==> config.mk <==
export PLATFORM = sky130hd
export DESIGN_NAME = scp_host
export DESIGN_NICKNAME = d
export VERILOG_FILES = /design/src/hdl/scp_pkg.sv /design/src/hdl/scp_host.sv
export VERILOG_INCLUDE_DIRS = /design/src /design/src/hdl
export SDC_FILE = /design/constraint.sdc
export NUM_CORES = 1
export LEC_CHECK = 0
export BUFFER_PORTS_ARGS = -buffer_cell sky130_fd_sc_hd__buf_2
export CAP_MARGIN = 5
export CORE_MARGIN = 2
export CORE_UTILIZATION = 50
export DETAILED_ROUTE_END_ITERATION = 12
export HOLD_SLACK_MARGIN = 0.1
export MAX_ROUTING_LAYER = met4
export PLACE_DENSITY = 0.8
export SLEW_MARGIN = 5
export SYNTH_ARGS = -nofsm -noshare
export SYNTH_HDL_FRONTEND = slang
export SYNTH_SLANG_ARGS = --single-unit
==> constraint.sdc <==
create_clock -name i_clk_sys -period 4.3 [get_ports i_clk_sys]
set_clock_uncertainty 0.1 [all_clocks]
set_input_delay 0.86 -clock i_clk_sys [delete_from_list [all_inputs] [get_ports i_clk_sys]]
set_output_delay 0.86 -clock i_clk_sys [all_outputs]
set_load 0.01 [all_outputs]
==> src/hdl/scp_regs.svh <==
// Offsets, field positions, reset values and timing figures of the serial mode control port
`ifndef SCP_REGS_SVH
`define SCP_REGS_SVH

// Control word layout
`define SCP_WORD_BITS 16
`define SCP_DIR_BIT 15
`define SCP_IDX_MSB 14
`define SCP_IDX_LSB 8
`define SCP_DATA_BITS 8
`define SCP_DIR_WRITE 1'h0
`define SCP_DIR_READ 1'h1
`define SCP_READ_IDX 7'h00
`define SCP_RESP_SKIP_BITS 11'h008

// Register indices of the device
`define SCP_PLACEHOLDER_SLOT 7'h00
`define SCP_CHANNEL1_ATTENUATION 7'h01
`define SCP_CHANNEL2_ATTENUATION 7'h02
`define SCP_CHANNEL3_ATTENUATION 7'h03
`define SCP_CHANNEL4_ATTENUATION 7'h04
`define SCP_CHANNEL5_ATTENUATION 7'h05
`define SCP_CHANNEL6_ATTENUATION 7'h06
`define SCP_ATTENUATION_AND_MUTE_CTRL 7'h07
`define SCP_CHANNEL_ENABLE_CTRL 7'h08
`define SCP_FORMAT_FILTER_CLOCKOUT_CTRL 7'h09
`define SCP_EMPHASIS_PHASE_CTRL 7'h0a
`define SCP_READBACK_CTRL 7'h0b
`define SCP_OVERSAMPLE_AND_GP_OUTPUT_CTRL 7'h0c

// Field positions
`define SCP_ATTENUATION_LOAD_ENABLE_BIT 7
`define SCP_ATTENUATION_STEP_RATE_BIT 6
`define SCP_ZERO_DETECT_MUTE_ENABLE_BIT 6
`define SCP_ROLLOFF_SELECT_BIT 5
`define SCP_CLOCK_OUTPUT_DIVIDE_BIT 4
`define SCP_CLOCK_OUTPUT_ENABLE_BIT 3
`define SCP_OUTPUT_PHASE_INVERT_BIT 5
`define SCP_OVERSAMPLE_SELECT_BIT 7
`define SCP_GENERAL_OUTPUT_SELECT_BIT 6
`define SCP_READBACK_AUTO_INC_BIT 7

// Reset values known for the device registers
`define SCP_RST_ATTENUATION 8'hff
`define SCP_RST_ATTENUATION_AND_MUTE 8'h00
`define SCP_RST_CHANNEL_ENABLE 8'h00
`define SCP_RST_READBACK_CTRL 8'h01

// Timing figures
`define SCP_CLK_PERIOD_NS 10
`define SCP_SHIFT_HALF_NS 40
`define SCP_MIN_HALF_CYC 3

`endif

==> src/hdl/scp_pkg.sv <==
// Types of the serial mode control port host
package scp_pkg;

	// Frame sequencer states
	typedef enum logic [2:0] {
		SCP_IDLE,
		SCP_SETUP,
		SCP_LOW,
		SCP_HIGH,
		SCP_HOLD
	} scp_state_t;

	// Whole state of the host controller
	typedef struct packed {
		scp_state_t st;
		logic [7:0] div;
		logic [10:0] clk_cnt;
		logic [10:0] last_cnt;
		logic [15:0] word;
		logic [7:0] rd_shift;
		logic strobe;
		logic sclk;
		logic sdi;
		logic sync1;
		logic sync2;
		logic is_read;
		logic read_pend;
		logic pend_auto;
		logic [6:0] pend_index;
		logic [6:0] rd_index;
		logic [7:0] rd_data;
		logic [6:0] out_index;
		logic rd_valid;
		logic done;
	} scp_host_state_t;

endpackage

==> src/hdl/scp_host.sv <==
// Host controller that drives the serial mode control port of the converter
`include "scp_regs.svh"
`timescale 1ns/1ns
`default_nettype none

module scp_host
	import scp_pkg::*;
#(
	parameter int SHIFT_HALF_NS = `SCP_SHIFT_HALF_NS
) (
	// Clock and reset
	input wire logic i_clk_sys,
	input wire logic i_reset_n,
	// User command port
	input wire logic i_cmd_valid,
	input wire logic i_cmd_read,
	input wire logic i_cmd_auto,
	input wire logic [6:0] i_cmd_index,
	input wire logic [7:0] i_cmd_data,
	output logic o_cmd_ready,
	output logic o_busy,
	output logic o_done,
	// Read answer port
	output logic o_rd_valid,
	output logic [7:0] o_rd_data,
	output logic [6:0] o_rd_index,
	// Device control pins
	output logic o_frame_latch_strobe,
	output logic o_control_shift_clock,
	output logic o_control_serial_in,
	input wire logic i_control_serial_out
);

	// Half period of the shift clock in system cycles, rounded up. A floor applies because the
	// readback pin needs two synchroniser cycles plus one of margin before it is sampled.
	// Limitation: the divider is eight bits wide, so a half period cannot exceed 256 cycles.
	localparam int HALF_RAW = (SHIFT_HALF_NS + `SCP_CLK_PERIOD_NS - 1) / `SCP_CLK_PERIOD_NS;
	localparam int HALF_CYC = (HALF_RAW < `SCP_MIN_HALF_CYC) ? `SCP_MIN_HALF_CYC : HALF_RAW;
	localparam logic [7:0] HALF_LAST = 8'(HALF_CYC - 1);
	localparam logic [10:0] WORD_LAST = 11'(`SCP_WORD_BITS - 1);

	// Registered state and the value it takes at the next edge
	scp_host_state_t cur;
	scp_host_state_t next_cur;

	// Decoded timing, framing and data values shared by the sequencer
	logic in_frame;
	logic take_cmd;
	logic half_tick;
	logic last_clock;
	logic in_answer;
	logic byte_end;
	logic next_bit;
	logic [7:0] assembled;
	logic [7:0] next_div;
	logic [10:0] next_clk_cnt;
	logic [6:0] next_rd_index;
	logic [15:0] shifted_word;
	logic [15:0] write_word;
	logic [15:0] readback_word;
	logic [15:0] read_word;
	logic [10:0] run_last_cnt;
	logic [6:0] first_index;

	// A frame or the gap after it is in progress whenever the sequencer is not idle
	assign in_frame = (cur.st != SCP_IDLE);

	// A command is taken only while idle; requests during a frame are simply not looked at
	assign take_cmd = (cur.st == SCP_IDLE) && i_cmd_valid;

	// Every pin change except the strobe fall that opens a command happens on the cycle the divider wraps,
	// so each level on the link lasts a full half period
	assign half_tick = (cur.div == HALF_LAST);

	// The final shift clock of the frame has just finished its high phase
	assign last_clock = (cur.clk_cnt == cur.last_cnt);

	// Answer bits come after the eight clocks that carry the read word's upper byte
	assign in_answer = cur.is_read && (cur.clk_cnt >= `SCP_RESP_SKIP_BITS);

	// Every eighth answer bit closes one register byte
	assign byte_end = (cur.clk_cnt[2:0] == 3'h7);

	// The outgoing word is sent from its top bit down
	assign next_bit = cur.word[`SCP_DIR_BIT];

	// Byte assembled MSB first from the synchroniser's second stage only
	assign assembled = {cur.rd_shift[6:0], cur.sync2};

	// Half-period divider wraps to zero at the end of each half period
	assign next_div = half_tick ? 8'h00 : cur.div + 8'h01;

	// Shift clocks of the frame counted from zero
	assign next_clk_cnt = cur.clk_cnt + 11'h001;

	// Index of the byte after the one just completed
	assign next_rd_index = cur.rd_index + 7'h01;

	// Outgoing word moves up one place per clock;
	// zeros trail it in long read frames and the device ignores them
	assign shifted_word = {cur.word[14:0], 1'b0};

	// Plain write: direction, index, payload
	assign write_word = {`SCP_DIR_WRITE, i_cmd_index, i_cmd_data};

	// A read first writes the readback control with the target or the last index,
	// auto-increment cleared for a single read and set for a run
	assign readback_word = {`SCP_DIR_WRITE, `SCP_READBACK_CTRL, i_cmd_auto, i_cmd_index};

	// The read word carries an all-zero index; the device picks its own from the readback control
	assign read_word = {`SCP_DIR_READ, `SCP_READ_IDX, 8'h00};

	// A run takes eight idle clocks and then one byte per register up to the last one;
	// a single read is one plain word long
	assign run_last_cnt = cur.pend_auto ? {1'b0, cur.pend_index, 3'h7} : WORD_LAST;

	// The first byte of a run is the first channel's attenuation, of a single read the target
	assign first_index = cur.pend_auto ? `SCP_CHANNEL1_ATTENUATION : cur.pend_index;

	// Frame shape, with H the half period in system cycles:
	//   strobe falls, H cycles later the shift clock falls with bit 15 on the serial input;
	//   the clock then alternates every H cycles, each rise carrying one bit into the device;
	//   after the last rise the clock stays high for H cycles, the strobe rises, and after
	//   another H cycles the next frame opens or the command completes.
	// Answers are sampled in the cycle the clock goes high, from the synchroniser's second
	// stage, so the device has H minus two cycles after its falling edge to settle the pin.
	// Trade-off: a fixed divider keeps the pins simple and glitch free at the cost of a
	// slower link than the device could take.
	always_comb begin
		next_cur = cur;
		// Answer pulses last one cycle
		next_cur.rd_valid = 1'b0;
		next_cur.done = 1'b0;
		// Readback pin comes from the device's own timing, so it passes two flip-flops first
		next_cur.sync1 = i_control_serial_out;
		next_cur.sync2 = cur.sync1;
		// Half-period divider runs whenever a frame is in progress
		if (in_frame) begin
			next_cur.div = next_div;
		end
		// One arm per phase of the frame
		unique case (cur.st)
			SCP_IDLE: begin
				// Divider parked so every frame starts with a full half period
				next_cur.div = 8'h00;
				if (take_cmd) begin
					// Command taken: open the first frame by pulling the strobe low
					next_cur.clk_cnt = 11'h000;
					next_cur.last_cnt = WORD_LAST;
					next_cur.is_read = 1'b0;
					next_cur.read_pend = i_cmd_read;
					next_cur.pend_auto = i_cmd_auto;
					next_cur.pend_index = i_cmd_index;
					next_cur.strobe = 1'b0;
					next_cur.st = SCP_SETUP;
					if (i_cmd_read) begin
						next_cur.word = readback_word;
					end else begin
						next_cur.word = write_word;
					end
				end
			end

			SCP_SETUP: begin
				// Strobe low for a half period before the first falling shift edge
				if (half_tick) begin
					next_cur.sclk = 1'b0;
					next_cur.sdi = next_bit;
					next_cur.word = shifted_word;
					next_cur.st = SCP_LOW;
				end
			end

			SCP_LOW: begin
				// Rising edge: the device takes our bit; its answer has been stable since the fall
				if (half_tick) begin
					next_cur.sclk = 1'b1;
					next_cur.st = SCP_HIGH;
					// Only answer clocks of a read frame feed the shift register
					if (in_answer) begin
						next_cur.rd_shift = assembled;
						if (byte_end) begin
							// Byte complete: hand it out with the index it came from
							next_cur.rd_data = assembled;
							next_cur.out_index = cur.rd_index;
							next_cur.rd_valid = 1'b1;
							next_cur.rd_index = next_rd_index;
						end
					end
				end
			end

			SCP_HIGH: begin
				// End of a high phase: either the frame is over or the next bit goes out
				if (half_tick) begin
					if (last_clock) begin
						// Strobe rises right after the final clock; the device latches then
						next_cur.strobe = 1'b1;
						next_cur.st = SCP_HOLD;
					end else begin
						// Next falling edge puts out the next bit
						next_cur.clk_cnt = next_clk_cnt;
						next_cur.sclk = 1'b0;
						next_cur.sdi = next_bit;
						next_cur.word = shifted_word;
						next_cur.st = SCP_LOW;
					end
				end
			end

			SCP_HOLD: begin
				// Strobe high for a half period, then the read frame or completion
				if (half_tick) begin
					if (cur.read_pend) begin
						// Read frame opens on this strobe fall, right after the readback control write
						// so no other frame can move the device's readback index in between
						next_cur.read_pend = 1'b0;
						next_cur.is_read = 1'b1;
						next_cur.clk_cnt = 11'h000;
						next_cur.word = read_word;
						next_cur.last_cnt = run_last_cnt;
						next_cur.rd_index = first_index;
						next_cur.strobe = 1'b0;
						next_cur.st = SCP_SETUP;
					end else begin
						// Command finished: ready returns together with the done pulse
						next_cur.is_read = 1'b0;
						next_cur.done = 1'b1;
						next_cur.st = SCP_IDLE;
					end
				end
			end
		endcase
	end

	// State register. Reset parks the pins idle: strobe and shift clock high, serial input low.
	// The reset value of every field is spelled out, all of them constants.
	always_ff @(posedge i_clk_sys) begin
		if (!i_reset_n) begin
			cur.st <= SCP_IDLE;
			cur.div <= 8'h00;
			cur.clk_cnt <= 11'h000;
			cur.last_cnt <= 11'h000;
			cur.word <= 16'h0000;
			cur.rd_shift <= 8'h00;
			cur.strobe <= 1'b1;
			cur.sclk <= 1'b1;
			cur.sdi <= 1'b0;
			cur.sync1 <= 1'b0;
			cur.sync2 <= 1'b0;
			cur.is_read <= 1'b0;
			cur.read_pend <= 1'b0;
			cur.pend_auto <= 1'b0;
			cur.pend_index <= 7'h00;
			cur.rd_index <= 7'h00;
			cur.rd_data <= 8'h00;
			cur.out_index <= 7'h00;
			cur.rd_valid <= 1'b0;
			cur.done <= 1'b0;
		end else begin
			cur <= next_cur;
		end
	end

	// Command port handshake, combinational from the state
	assign o_cmd_ready = (cur.st == SCP_IDLE);
	assign o_busy = (cur.st != SCP_IDLE);

	// Completion and answer outputs come straight from flip-flops
	assign o_done = cur.done;
	assign o_rd_valid = cur.rd_valid;
	assign o_rd_data = cur.rd_data;
	assign o_rd_index = cur.out_index;

	// Device pins: strobe frames, shift clock moves bits, serial input carries words
	// All three leave flip-flops, so no glitch reaches the device's edge-sensitive port
	assign o_frame_latch_strobe = cur.strobe;
	assign o_control_shift_clock = cur.sclk;
	assign o_control_serial_in = cur.sdi;

endmodule

`default_nettype wire

* Word-level counts from Yosys, hierarchy flattened *
Cells that the tools add are included.

word-level totals
  output and inout port bits = 22
  bits in registers = 95
  bits of input ports = 21
  logic and storage cells = 112

cells by class
  reductions and logical operators = 25
  bitwise logic cells = 1
  add/sub/neg operators = 3
  eq/ne operators = 17
  multiplexer cells = 45
  order comparisons = 1

operator list
  operator                                                                               count
  38-bit two-way mux                                                                     3
  23-bit two-way mux                                                                     3
  16-bit one-hot mux with 4 select lines                                                 1
  16-bit two-way mux                                                                     3
  11-bit one-hot mux with 3 select lines                                                 1
  11-bit two-way mux                                                                     2
  11-bit one-hot mux with 2 select lines                                                 1
  3-bit two-way mux                                                                      7
  7-bit two-way mux                                                                      3
  10-bit two-way mux                                                                     2
  2-bit inequality test (second input constant)                                          9
  6-bit AND reduction                                                                    3
  4-bit AND reduction                                                                    4
  15-bit two-way mux                                                                     1
  3-bit one-hot mux with 5 select lines                                                  1
  7-bit one-hot mux with 2 select lines                                                  1
  11-bit by 1-bit adder with 11-bit output (second input constant)                       1
  11-bit == test                                                                         1
  11-bit by 4-bit greater-or-equal comparator with 1-bit output (second input constant)  1
  5-bit AND reduction                                                                    2
  3-bit AND reduction                                                                    3
  3-bit nonzero test                                                                     3
  8-bit by 1-bit adder with 8-bit output (second input constant)                         1
  8-bit by 2-bit == test with 1-bit output (second input constant)                       1
  19 further kinds                                                                       34

* Logic depth before layout (Yosys ltp) *
  depth after elaboration = 5
  gate-level depth with buffers = 9
  mapped depth without buffers = 8

* Worst setup path before layout *
No wires, ideal clock.

  path kind = input to register
  from = input port i_cmd_valid
  to = register cur[80] in the netlist's numbering
  arrival = 2,267 ps
  library setup time = 119 ps
  setup slack = 1,814 ps
  required time = 4,081 ps
  path buffers = 1
  cell stages on the path = 7
  cell sequence = or4b_1 clkbuf_1 o41ai_4 nand2_1 a21oi_2 nand4_1 mux2i_1

between the ends
  word-level cells in the longest chain between the ends = 3

ends and longest elaborated chain
  item                                                        line             RTL
  from (decl)                                                 scp_host.sv:15   input wire logic i_cmd_valid,
  1-bit logical AND                                           scp_host.sv:69   assign take_cmd = (cur.st == SCP_IDLE) && i_cmd_valid;
  2-bit by 1-bit inequality test with 1-bit output (no line)  --
  6-bit AND reduction (no line)                               --
  to (signal assigned)                                        scp_host.sv:261  cur <= next_cur;
  to (decl)                                                   scp_host.sv:43   scp_host_state_t cur;

Every way passes these cells.
A chain may end at the register's enable or synchronous reset.

* Worst setup path in the final report *
  from = register cur[88] in the netlist's numbering
  to = register cur[59] in the netlist's numbering

between the ends
  word-level cells in the longest chain between the ends = 3

ends and longest elaborated chain
  item                                          line            RTL
  8-bit by 2-bit == test with 1-bit output (*)  scp_host.sv:73  assign half_tick = (cur.div == HALF_LAST);
  2-bit inequality test (no line)               --
  7-bit AND reduction (no line) (*)             --

Mark *: on every way between the ends. The rest lies on a longest branch, timed or not.

==> run_results.csv <==
group,metric,value,unit
sta,relSlewSlack,40.85,%
sta,period_minus_slack,2.998,ns
logic_synthesis,synthTopCellsByCount,"dfxtp_1 (92), nand2_1 (87), a21oi_1 (61)",
cts,cts-root-buf,"clkbuf_8",
logic_synthesis,syn_area,4517,um^2
status,status,"completed",
logic_synthesis,synth-async-reset-ratio,0,%
power_and_ir_drop,power_density,353.7,nW/um^2
cells_and_area,drive_gt1_share,14.82,%
routing,num_vias,3936,
worst_setup_path,rrSetupSlack,1.30,ns
logic_synthesis,ys.flop_type,"dfxtp_1",
worst_setup_path,timing.rr.end,"cur[59]",
hold_path,whs_path_depth,1,
worst_setup_path,cp_data_arrival_time,3.18,ns
sta,worst_slew_pin_slew,0.8824,ns
die,row_count,34,
logic_synthesis,synth_area_per_cell,8.168,um^2
logic_synthesis,seq_area_frac_synth,40.78,%
logic_synthesis,synth_edf_count,0,
placement,io_buffers,42,
worst_setup_path,cp-end-kind,"flop",
die,die-height,99.05,um
sta,fmax,333.6,MHz
sta,finalHoldViolCount,0,
hold_path,holdCritPathClass,"reg -> reg",
worst_setup_path,cp-start-kind,"flop",
cts,cts_sinks,92,
sta,setup_viol,0,
grt,antenna_found_initial,0,
sta,finalSetupTns,0,ns
power_and_ir_drop,p_leak,0.001808,uW
grt,grt_pass1_wl,17.35,mm
die,pin_count,43,
hold_path,hold_path_end,"cur[85]",
placement,dp_hpwl,7.119,mm
die,die_x,99.05,um
sta,fin_crit_sh,69.71,%
cells_and_area,post_layout_nonfiller_instances,668,
logic_synthesis,synth_top_area_share,40.78,%
cells_and_area,area_growth,6.371,%
worst_setup_path,reg2regPathDepth,7,
placement,gp_congestion,0.8886,
cts,cts_setup_buffers,0,
routing,antenna_left,0,
routing,drt_iter0_drc,378,
cts,cts_tree,"yes",
logic_synthesis,synth_area_leaders,"dfxtp_1 (41%), nand2_1 (7.2%), a21oi_1 (6.8%)",
logic_synthesis,synth_cells,553,
cts,cts.reportedPaths.clkPinSlew,0.10,ns
routing,via_per_inst,5.892,
logic_synthesis,yosysTopAreaCell,"dfxtp_1",
routing,routed_wl,10.11,mm
die,die_area,9810,um^2
worst_setup_path,critPathKind,"reg -> reg",
cts,cts_resized,0,
die,core_area,8721,um^2
worst_setup_path,crit_required,4.48,ns
sta,rsz0062_at_grt,"false",
sta,hold_slack,0.3415,ns
grt,grt_start_max_net_pins,44,
hold_path,hold_start,"cur[85]",
logic_synthesis,synth-seq-cells,92,
cts,clockBufferDepth,2,
worst_setup_path,path_max_fanout,31,
logic_synthesis,synth_fp_nets,579,
flow_run,maxCapViolCount,0,
cts,htreeDepth,3,
logic_synthesis,yosysWarnings,0,
cts,clk_latency,0.38,ns
cells_and_area,nets,581,
grt,track_usage,21.86,%
cts,hold_buffers,0,
logic_synthesis,yosysUniqueCellTypes,63,
cells_and_area,antenna_cells,0,
grt,grt-ovfl-total,0,
logic_synthesis,synth.most_common_cell,"dfxtp_1",
placement,dp_cells,652,
routing,first_pass_iters,5,
routing,wl_per_cell,15.13,um
routing,drc,0,
sta,maxSlewViolCount,0,
cts,cts_buffers,9,
power_and_ir_drop,irDropWorstVdd,0.0001753,V
die,start_util,51.79,%
worst_setup_path,reg2reg_from,"cur[88]",
grt,grt_pass1_vias,3815,
[cell usage in the layout, fill, tap and decap left out, types with 9 or more instances in the layout]
cell and n:
nand3_1 25, clkbuf_8 9, o21ai_0 12, a21oi_1 61, nand2_1 87, mux2i_1 12
a211oi_1 10, xor2_1 13, dfxtp_1 92, nor3_1 17, nand4_1 10, buf_2 42
nor2_1 53
[registers in the layout, indices dropped and copies added (netlist names)]
signal / cells
o_frame_latch_strobe: 1
o_rd_data: 8
o_done: 1
o_rd_valid: 1
o_control_shift_clock: 1
o_rd_index: 7
assembled: 8
o_control_serial_in: 1
cur: 64
[where the power goes]
group,internal (uW),total (uW),switching [uW]
clock network,284,630,346
registers,879,901,21.1
logic,61.4,168,107
[worst max-delay path, cell delays in order (launching register included)]
cell and delay [ns]:
dfxtp_1 0.36, or4_4 0.57, nor3_2 0.69, nor2_1 0.25, a211oi_4 0.22, buf_4 0.36, nor2_1 0.10, a311oi_2 0.25
[worst max path at each step]
stage / end / cells past startpoint / startpoint / slack, ns
detailed placement: cur[59] / 7 / cur[88] / 1.41
global placement: cur[47] / 7 / cur[88] / 1.51
floorplan: cur[80] / 7 / i_cmd_valid / 1.81
finish: cur[59] / 7 / cur[88] / 1.30
global route: o_rd_index[1] / 5 / cur[88] / 1.07
CTS: cur[59] / 7 / cur[88] / 1.36
[area by class of cell]
cell class,instances,area [um^2]
repair buffers,45,232.7
fillers,786,3916
inverters,8,30.03
clock inverters,7,92.59
well taps,108,135.1
multi-input cells,399,2349
clock buffers,9,123.9
flip-flops and latches,92,1842
[per-stage QoR]
step                total power [uW]  setup WS, ns  instance area [um^2]  utilization [%]
CTS                             1707         1.363                  4805            55.09
detailed placement              1087         1.408                  4588            52.61
floorplan                       1048         1.814                  4517                -
global placement                1080         1.510                  4588            52.61
global route                    1756         1.072                  4805            55.09
finish                          1699         1.302                  4805            55.09
[cell families after synthesis]
family | Yosys count | share of synthesized area (%)
flip-flops | 92 | 40.78
AND/OR/NAND/NOR | 235 | 24.54
buffers and inverters | 62 | 7.230
multiplexers | 12 | 2.659
XOR/XNOR | 14 | 2.715
AO/OA/AOI/OAI | 133 | 20.69
adder cells (fa/ha/maj) | 5 | 1.385
[layer usage]
metal | part of all wire, % | track usage [%] | wire length [um]
met5 | 0 | - | 0
met4 | 1.7 | 7.798 | 169
met3 | 4.7 | 4.255 | 478
met2 | 49 | 35.91 | 4912
met1 | 45 | 26.81 | 4545
Note: power is estimated with default switching activity, not from simulation.
